<file path="src/design/rx_event_map.svh">
`ifndef RX_EVENT_MAP_SVH
`define RX_EVENT_MAP_SVH
`define A_LATCH4 8'h93
`define A_HDLC 8'h94
`define A_MAINT 8'h96
`define A_SIG0 8'h98
`define A_SPARE 8'h9C
`define A_MASK4 8'hA3
`define A_MASK5 8'hA4
`define A_MASK7 8'hA6
`define A_SIGEN0 8'hA8
`define A_SASEL 8'hAC
`define RESET_BYTE 8'h00
`define B_MF 0
`define B_SCOS 3
`define B_OVR 5
`define B_OPEN 4
`define B_PEND 3
`define B_PSTART 2
`define B_HWM 1
`define B_NE 0
`define B_RAICI 5
`define B_AISCI 4
`define B_SLC 3
`define B_DLF 2
`define B_BCLR 1
`define B_BDET 0
`define B_SA6 1
`define B_SAX 0
`define CLK_MHZ 100
`define MF_E1_TIME_US 2000
`define MF_E1_CYCLES (`MF_E1_TIME_US * `CLK_MHZ)
`endif

</file>
<file path="src/design/rx_event_pkg.sv">
package rx_event_pkg;
    typedef struct packed {
        logic rd;
        logic wr;
        logic [7:0] addr;
        logic [7:0] wdata;
    } host_req_t;

    typedef struct packed {
        logic overrun;
        logic open_next;
        logic packet_end;
        logic packet_start;
        logic above_wm;
        logic not_empty;
    } hdlc_ev_t;

    typedef struct packed {
        logic rai_ci;
        logic rai_active;
        logic ais_ci;
        logic ais_active;
        logic slc_align;
        logic dlink_full;
        logic code_clear;
        logic code_detect;
        logic sa6_code;
        logic [7:0] sa_bits;
    } maint_ev_t;

    typedef struct packed {
        logic e1;
        logic esf;
        logic cas;
        logic t1_mf;
        logic cas_mf;
    } frame_t;

    typedef struct packed {
        logic [7:0] latch4;
        logic [7:0] hdlc;
        logic [7:0] maint;
        logic [3:0][7:0] sig;
        logic [7:0] mask4;
        logic [7:0] mask5;
        logic [7:0] mask7;
        logic [3:0][7:0] sig_en;
        logic [7:0] sa_sel;
        logic [7:0] spare;
        logic spare_restart;
        logic [7:0] spare_care;
        logic wm_prev;
        logic ne_prev;
        logic [7:0] sa_prev;
        logic [17:0] mf_cnt;
        logic [7:0] rdata;
        logic irq_n;
    } state_t;
endpackage

</file>
<file path="src/design/rx_latched_event_status.sv">
`timescale 1ns/10ps
`include "rx_event_map.svh"
module rx_latched_event_status #(
    parameter int unsigned MF_E1_CYCLES = `MF_E1_CYCLES
) (
    // clock and reset
    input wire logic mclk_i,
    input wire logic srst_i,
    // host register port
    input rx_event_pkg::host_req_t host_i,
    output logic [7:0] rdata_o,
    output logic irq_out_n_o,
    // framer events
    input rx_event_pkg::frame_t frame_i,
    input rx_event_pkg::hdlc_ev_t hdlc_i,
    input rx_event_pkg::maint_ev_t maint_i,
    input wire logic [31:0] sig_change_i,
    input wire logic cas_align_change_i,
    input wire logic dist_mf_alarm_change_i,
    // spare-code detector
    input wire logic [3:0] spare_len_i,
    output logic [7:0] spare_pattern_o,
    output logic [7:0] spare_care_o,
    output logic spare_restart_o
);
    rx_event_pkg::state_t st_q;
    rx_event_pkg::state_t st_d;

    logic [7:0] hdlc_set;
    logic [7:0] maint_set;
    logic [7:0] l4_set;
    logic [3:0][7:0] sig_set;
    logic mf_wrap;
    logic mf_tick;
    logic rd_hit_l4;
    logic rd_hit_hdlc;
    logic rd_hit_maint;

    assign rd_hit_l4 = host_i.rd && host_i.addr == `A_LATCH4;
    assign rd_hit_hdlc = host_i.rd && host_i.addr == `A_HDLC;
    assign rd_hit_maint = host_i.rd && host_i.addr == `A_MAINT;
    assign mf_wrap = st_q.mf_cnt == 18'(MF_E1_CYCLES - 1);

    always_comb begin
        // free boundary keeps the host paced when CAS is off in E1 mode
        mf_tick = frame_i.t1_mf;
        if (frame_i.e1) begin
            mf_tick = frame_i.cas ? frame_i.cas_mf : mf_wrap;
        end
        if (frame_i.e1 && !frame_i.cas) begin
            mf_tick = mf_wrap;
        end
    end

    always_comb begin
        hdlc_set = 8'h00;
        hdlc_set[`B_OVR] = hdlc_i.overrun;
        hdlc_set[`B_OPEN] = hdlc_i.open_next;
        hdlc_set[`B_PEND] = hdlc_i.packet_end;
        hdlc_set[`B_PSTART] = hdlc_i.packet_start;
        // edge detects: level staying high does not re-arm
        hdlc_set[`B_HWM] = hdlc_i.above_wm && !st_q.wm_prev;
        hdlc_set[`B_NE] = hdlc_i.not_empty && !st_q.ne_prev;
    end

    always_comb begin
        maint_set = 8'h00;
        if (frame_i.e1) begin
            maint_set[`B_SA6] = maint_i.sa6_code;
            maint_set[`B_SAX] = |((maint_i.sa_bits ^ st_q.sa_prev)
                                  & st_q.sa_sel);
        end else begin
            maint_set[`B_RAICI] = maint_i.rai_ci && frame_i.esf
                                  && maint_i.rai_active;
            maint_set[`B_AISCI] = maint_i.ais_ci
                                  && maint_i.ais_active;
            maint_set[`B_SLC] = maint_i.slc_align;
            maint_set[`B_DLF] = maint_i.dlink_full;
            maint_set[`B_BCLR] = maint_i.code_clear;
            maint_set[`B_BDET] = maint_i.code_detect;
        end
    end

    always_comb begin
        sig_set = sig_change_i;
        if (!frame_i.e1) begin
            sig_set[3] = 8'h00;
        end
        if (frame_i.e1 && frame_i.cas) begin
            sig_set[0][0] = cas_align_change_i;
            sig_set[2][0] = dist_mf_alarm_change_i;
        end
        l4_set = 8'h00;
        l4_set[`B_MF] = mf_tick;
        l4_set[`B_SCOS] = |(sig_set & st_q.sig_en);
    end

    always_comb begin
        st_d = st_q;
        st_d.wm_prev = hdlc_i.above_wm;
        st_d.ne_prev = hdlc_i.not_empty;
        st_d.sa_prev = maint_i.sa_bits;
        st_d.mf_cnt = mf_wrap ? 18'h00000 : st_q.mf_cnt + 18'h00001;
        st_d.spare_restart = 1'b0;
        // set beats the read-clear so a same-cycle event survives
        st_d.latch4 = (st_q.latch4 & ~{8{rd_hit_l4}}) | l4_set;
        st_d.hdlc = (st_q.hdlc & ~{8{rd_hit_hdlc}}) | hdlc_set;
        st_d.maint = (st_q.maint & ~{8{rd_hit_maint}}) | maint_set;
        for (int i = 0; i < 4; i++) begin
            if (host_i.rd && host_i.addr == `A_SIG0 + 8'(i)) begin
                st_d.sig[i] = 8'h00;
            end
            st_d.sig[i] = st_d.sig[i] | sig_set[i];
        end
        st_d.rdata = 8'h00;
        if (host_i.rd) begin
            unique case (host_i.addr)
                `A_LATCH4: st_d.rdata = st_q.latch4;
                `A_HDLC: st_d.rdata = st_q.hdlc;
                `A_MAINT: st_d.rdata = st_q.maint;
                `A_SIG0: st_d.rdata = st_q.sig[0];
                `A_SIG0 + 8'h01: st_d.rdata = st_q.sig[1];
                `A_SIG0 + 8'h02: st_d.rdata = st_q.sig[2];
                `A_SIG0 + 8'h03: st_d.rdata = st_q.sig[3];
                `A_SPARE: st_d.rdata = st_q.spare;
                `A_MASK4: st_d.rdata = st_q.mask4;
                `A_MASK5: st_d.rdata = st_q.mask5;
                `A_MASK7: st_d.rdata = st_q.mask7;
                `A_SIGEN0: st_d.rdata = st_q.sig_en[0];
                `A_SIGEN0 + 8'h01: st_d.rdata = st_q.sig_en[1];
                `A_SIGEN0 + 8'h02: st_d.rdata = st_q.sig_en[2];
                `A_SIGEN0 + 8'h03: st_d.rdata = st_q.sig_en[3];
                `A_SASEL: st_d.rdata = st_q.sa_sel;
                default: st_d.rdata = 8'h00;
            endcase
        end
        if (host_i.wr) begin
            unique case (host_i.addr)
                `A_SPARE: begin
                    st_d.spare = host_i.wdata;
                    st_d.spare_restart = 1'b1;
                end
                `A_MASK4: st_d.mask4 = host_i.wdata;
                `A_MASK5: st_d.mask5 = host_i.wdata;
                `A_MASK7: st_d.mask7 = host_i.wdata;
                `A_SIGEN0: st_d.sig_en[0] = host_i.wdata;
                `A_SIGEN0 + 8'h01: st_d.sig_en[1] = host_i.wdata;
                `A_SIGEN0 + 8'h02: st_d.sig_en[2] = host_i.wdata;
                `A_SIGEN0 + 8'h03: st_d.sig_en[3] = host_i.wdata;
                `A_SASEL: st_d.sa_sel = host_i.wdata;
                default: st_d.sa_sel = st_q.sa_sel;
            endcase
        end
        // bit 7 is sent first; length 8 or more keeps every bit
        st_d.spare_care = ~(8'hFF >> spare_len_i);
        // irq follows the next latch state so it tracks the flops
        st_d.irq_n = ~|((st_d.latch4 & st_d.mask4)
                        | (st_d.hdlc & st_d.mask5)
                        | (st_d.maint & st_d.mask7));
    end

    always_ff @(posedge mclk_i) begin
        if (srst_i) begin
            st_q <= '0;
            st_q.irq_n <= 1'b1;
        end else begin
            st_q <= st_d;
        end
    end

    assign rdata_o = st_q.rdata;
    assign irq_out_n_o = st_q.irq_n;
    assign spare_pattern_o = st_q.spare;
    assign spare_care_o = st_q.spare_care;
    assign spare_restart_o = st_q.spare_restart;
endmodule

</file>
<file path="config.mk">
export PLATFORM = sky130hd
export DESIGN_NAME = rx_latched_event_status
export DESIGN_NICKNAME = d
export VERILOG_FILES = /design/src/design/rx_event_pkg.sv /design/src/design/rx_latched_event_status.sv
export VERILOG_INCLUDE_DIRS = /design/src /design/src/design
export SDC_FILE = /design/constraint.sdc
export NUM_CORES = 1
export LEC_CHECK = 0
export BUFFER_PORTS_ARGS = -buffer_cell sky130_fd_sc_hd__buf_2
export CAP_MARGIN = 20
export CORE_MARGIN = 2
export CORE_UTILIZATION = 40
export DETAILED_ROUTE_END_ITERATION = 6
export MAX_ROUTING_LAYER = met4
export SLEW_MARGIN = 20
export SYNTH_ARGS = -nofsm -noshare
export SYNTH_HDL_FRONTEND = slang
export SYNTH_SLANG_ARGS = --single-unit
</file>
<file path="constraint.sdc">
create_clock -name mclk_i -period 3.9 [get_ports mclk_i]
set_input_delay 0.39 -clock mclk_i [delete_from_list [all_inputs] [get_ports mclk_i]]
set_output_delay 0.39 -clock mclk_i [all_outputs]
set_load 0.005 [all_outputs]
</file>
Word level (Yosys, flattened, before mapping)
Index checks and enable logic that the tools add are counted.
{"block": "word_totals", "output_inout_bits": 26, "register_bits": 174, "input_bits": 86}
{"block": "op_classes", "mux": 23, "addsub": 1, "n_bitwise": 24, "eq_ne": 17, "shift": 1, "reduce_logical": 30}
{"op": "equality test 8 bit, second input constant", "count": 16}
{"op": "case mux 8 bit (16 select lines)", "count": 1}
{"op": "two-way mux 8 bit", "count": 13}
{"op": "two-way mux 73 bit", "count": 1}
{"op": "AND 8 bit", "count": 7}
{"op": "OR 8 bit", "count": 6}
{"op": "AND 32 bit", "count": 1}
{"op": "inverter 8 bit", "count": 4}
{"op": "OR reduction 32 bit", "count": 1}
{"op": "adder 18 x 1 -> 18 bit, second input constant", "count": 1}
{"op": "equality test 18 bit, second input constant", "count": 1}
{"op": "OR 8 x 6 -> 8 bit", "count": 2}
{"op": "OR reduction 8 bit", "count": 2}
{"op": "logical AND 1 bit", "count": 14}
{"op": "AND reduction 2 bit", "count": 6}
{"op": "two-way mux 9 bit", "count": 1}
{"op": "OR 8 x 4 -> 8 bit", "count": 1}
{"op": "right shift 8 x 4 -> 8 bit, first input constant", "count": 1}
{"op": "XOR 8 bit", "count": 1}
{"op": "OR reduction 2 bit", "count": 3}
{"op": "two-way mux 1 bit", "count": 5}
{"op": "zero test 1 bit", "count": 4}
{"op": "two-way mux 4 bit", "count": 1}
{"op": "two-way mux 2 bit", "count": 1}
{"op": "inverter 1 bit", "count": 2}

Depth between registers and ports, before layout
{"block": "logic_depth", "depth_word": 10, "ltp_mapped": 9, "ltp_nobuf": 7}

Worst setup path after synthesis
OpenSTA, ideal clock, no wires.
{"block": "synth_timing", "path_type": "in2reg", "from": "in host_i[11] (netlist name)", "to": "reg st_q (netlist bit irq_out_n_o)", "arrival_ps": 2129, "setup_time_ps": 87, "stages": 8, "t_required_ps": 3813, "setup_slack_ps": 1684, "path_cell_list": "buf_2 -> or4b_1 -> buf_2 -> o31a_1 -> a2bb2oi_1 -> nor4_1 -> nand4_1 -> o31ai_1"}
{"block": "synth_between", "elab_chain_cells": 10, "elab_cells_between_ends": 29}
{"element": "from (decl)", "line": "rx_latched_event_status.sv:10", "rtl": "input rx_event_pkg::host_req_t host_i,"}
{"element": "equality test 8 bit"}
{"element": "logical AND 1 bit (no source line)"}
{"element": "inverter 8 bit (on tied branches)", "line": "rx_latched_event_status.sv:106, rx_latched_event_status.sv:107"}
{"element": "AND 8 bit (on tied branches)", "line": "rx_latched_event_status.sv:106, rx_latched_event_status.sv:107"}
{"element": "OR 8 x 4 -> 8 bit or OR 8 x 6 -> 8 bit (tied branches)", "line": "rx_latched_event_status.sv:106, rx_latched_event_status.sv:107"}
{"element": "AND 8 bit (on tied branches)", "line": "rx_latched_event_status.sv:157, rx_latched_event_status.sv:158"}
{"element": "OR 8 bit", "line": "rx_latched_event_status.sv:158", "rtl": "| (st_d.hdlc & st_d.mask5)"}
{"element": "OR 8 bit *", "line": "rx_latched_event_status.sv:159", "rtl": "| (st_d.maint & st_d.mask7));"}
{"element": "OR reduction 8 bit *", "line": "rx_latched_event_status.sv:157", "rtl": "st_d.irq_n = ~|((st_d.latch4 & st_d.mask4)"}
{"element": "zero test 1 bit *", "line": "rx_latched_event_status.sv:157"}
{"element": "to (signal assigned)", "line": "rx_latched_event_status.sv:167", "rtl": "st_q <= st_d;"}
{"element": "to (decl)", "line": "rx_latched_event_status.sv:26", "rtl": "rx_event_pkg::state_t st_q;"}
Every way passes the cells marked *; elsewhere a longest branch is shown, timed or not.
A chain may end at the register's enable or synchronous reset.

Final worst setup path
{"block": "layout_timing", "from": "in host_i[9] (netlist name)", "to": "reg st_q (netlist bit irq_out_n_o)"}
The elaborated chain is that of the path after synthesis.

==> metrics.csv <==
metric,value,unit
irDropWorstVdd,290.6,uV
drt_iter0_drc,948,
ant_nets,0,
grt_pass1_wl,40060,um
crit_type,in2reg,
synthArstFlopShare,0,
finClkSkew,0.008145,ns
timing.rr.end,irq_out_n_o$_SDFF_PP1_,
start_kind,input pin,
core,18830,sq um
synth_area_leader_cell,dfxtp_1,
ff_latch_area,3483,sq um
r2r_start,st_q[79]$_SDFFE_PP0P_,
num_io_pins,112,
cp_slowest_cell,a2111oi_0,
postSynthCellCount,876,
grt_overflow_total,0,
hold_depth,2,
drt_wl_total,26620,um
post-synth-top-count-cell,dfxtp_1,
hold_path.class,in2reg,
hpwl,19310,um
multi_input_area,3859,sq um
wl_per_cell,21.89,um
htreeDepth,4,
crit_cells,8,
root_buffer,clkbuf_16,
synth_commonest_cells,"dfxtp_1, nor2_1, a21oi_1, nand2_1, a22oi_1",
clk_latency,0.43,ns
min_period_over_period,0.6913,
synth_cell_types,65,
setup_viol,0,
leakage,3.612,nW
portBuffers,111,
post-cts-setup-buffers,0,
grtUsageTotal,0.2709,
post_cts_resized,0,
critPathTopFamily,compound AO/OA/AOI/OAI gates,
die_y,143.2,um
drc,0,
cp-end-kind,register,
holdBufCountCts,0,
drive_above_1_share,0.1810,
path_cells,"buf_2, and4bb_1, nand3_1, buf_4, a2111oi_0, a31o_2, nand4_1, o31ai_1",
nets,1031,
yosysSeqAreaShare,0.4495,
dieWidth,143.2,um
ys.flop_type,dfxtp_1,
synth_edf_count,0,
area_delta_synth_final,15.52,%
numCtsBuffers,17,
final.fill_count,1849,
cpPeakStageDelay,0.81,ns
ctsLongestPathBuffers,2,
max_freq,370.9,MHz
placementRows,50,
worst_pin_slew,0.9692,ns
worstPathRequired,4.24,ns
synth.area.top_cells,"dfxtp_1, mux2i_1, a22oi_1, nor2_1, a21oi_1",
tns,0,ns
cts_tree,yes,
cts.sinks,174,
synth_nets,963,
via_per_inst,5.847,
maxSlewHeadroom,0.3529,
crit_end,irq_out_n_o$_SDFF_PP1_,
synth_top_area_share,0.4495,
first_pass_iters,5,
ff2ff_setup_slack,1.64,ns
report.final.hold_viol_count,0,
grt_pass1_vias,6529,
post-route-min-period,2.696,ns
diodes,0,
total_power,3.803,mW
arrival,3.04,ns
ff2ff_path_depth,6,
vias,7110,
p_per_area,424.8,nW/um^2
start_util,0.4115,
yosysWarnings,0,
grt_max_degree,86,
status,"complete, no violations",
rsz0062_at_grt,false,
dieArea,20500,sq um
critPathBufInv,2,
synth-seq-cells,174,
crit_fanout,24,
path_clk_slew,0.07,ns
gp_congestion,0.9757,
cp-startpoint,host_i[9],
slew_violations,0,
syn_area_per_cell,8.846,sq um
synth_area,7749,sq um
antenna_found_initial,0,
maxCapViolCount,0,
==> sequential cells by signal (all words and copies together), names as in the netlist <==
| name | flops |
|---|---|
| irq_out_n_o | 1 |
| st_q | 148 |
| spare_restart_o | 1 |
| spare_care_o | 8 |
| rdata_o | 8 |
| spare_pattern_o | 8 |
==> report_power, final <==
part	internal [mW]	total, mW	switching [mW]
clock network	0.936	1.68	0.742
registers	1.82	1.85	0.0298
logic	0.0951	0.270	0.175
total	2.86	3.80	0.947
==> layer usage <==
metal / up-vias / routed length [um] / track usage
li1: 3289 / - / -
met1: 3413 / 12360 / 0.3956
met2: 361 / 11280 / 0.3838
met3: 47 / 2349 / 0.05030
met4: 0 / 629 / 0.06774
met5: - / 0 / -
==> per-stage QoR <==
stage	setup slack [ns]	hold WS, ns	area (sq um)	util	instances
floorplan	1.684	0.4262	7749	-	876
global placement	0.8643	0.4423	8372	0.4446	1185
detailed placement	0.7929	0.4531	8372	0.4446	1185
CTS	1.229	0.1765	8947	0.4752	1216
global route	1.074	0.1855	8951	0.4753	1216
finish	1.204	0.1805	8951	0.4753	1216
==> cells in the final DEF, fill, tap and decap left out, types with 6 or more instances in the layout <==
master | netlist | final
nand4_1 | 19 | 19
a31oi_1 | 7 | 7
a22oi_1 | 63 | 63
inv_1 | 8 | 8
buf_4 | 26 | 16
a221oi_1 | 8 | 8
and3_1 | 16 | 16
nand3_1 | 35 | 35
clkbuf_16 | 0 | 17
nor2b_1 | 15 | 15
dfxtp_1 | 174 | 174
buf_2 | 6 | 110
a21oi_1 | 78 | 78
mux2i_1 | 48 | 48
xor2_1 | 18 | 18
nor2_1 | 118 | 118
o21ai_0 | 7 | 7
o21a_1 | 6 | 6
o31ai_1 | 16 | 16
nand2_1 | 70 | 70
==> area by class of cell <==
cell class / instances / share of cell area
tap: 260 / 0.03634
clock buffer: 21 / 0.05256
timing repair buffer: 126 / 0.07492
clock inverter: 10 / 0.01174
sequential: 174 / 0.3892
multi-input combinational: 615 / 0.4311
inverter: 10 / 0.004193
==> how the worst min path moves through the flow <==
stage                     slack, ns             endpoint          startpoint
after floorplan                0.43   st_q[9]$_SDFF_PP0_  st_q[9]$_SDFF_PP0_
after global placement         0.44   st_q[9]$_SDFF_PP0_  st_q[9]$_SDFF_PP0_
after detailed placement       0.45   st_q[9]$_SDFF_PP0_  st_q[9]$_SDFF_PP0_
after CTS                      0.18  st_q[35]$_SDFF_PP0_           hdlc_i[0]
after global routing           0.19  st_q[36]$_SDFF_PP0_           hdlc_i[1]
final                          0.18  st_q[35]$_SDFF_PP0_           hdlc_i[0]
==> cells by family (layout without fill, tap and decap cells) <==
logic type / count (synthesis) / after routing / synth area share
AND/OR/NAND/NOR: 313 / 313 / 0.2010
AO/OA/AOI/OAI: 228 / 228 / 0.2007
flip-flops: 174 / 174 / 0.4495
buffers and inverters: 87 / 167 / 0.05571
multiplexers: 50 / 50 / 0.06540
XOR/XNOR: 23 / 23 / 0.02600
adder cells (fa/ha/maj): 1 / 1 / 0.001614
No activity file was read; power rests on OpenSTA's default activity.
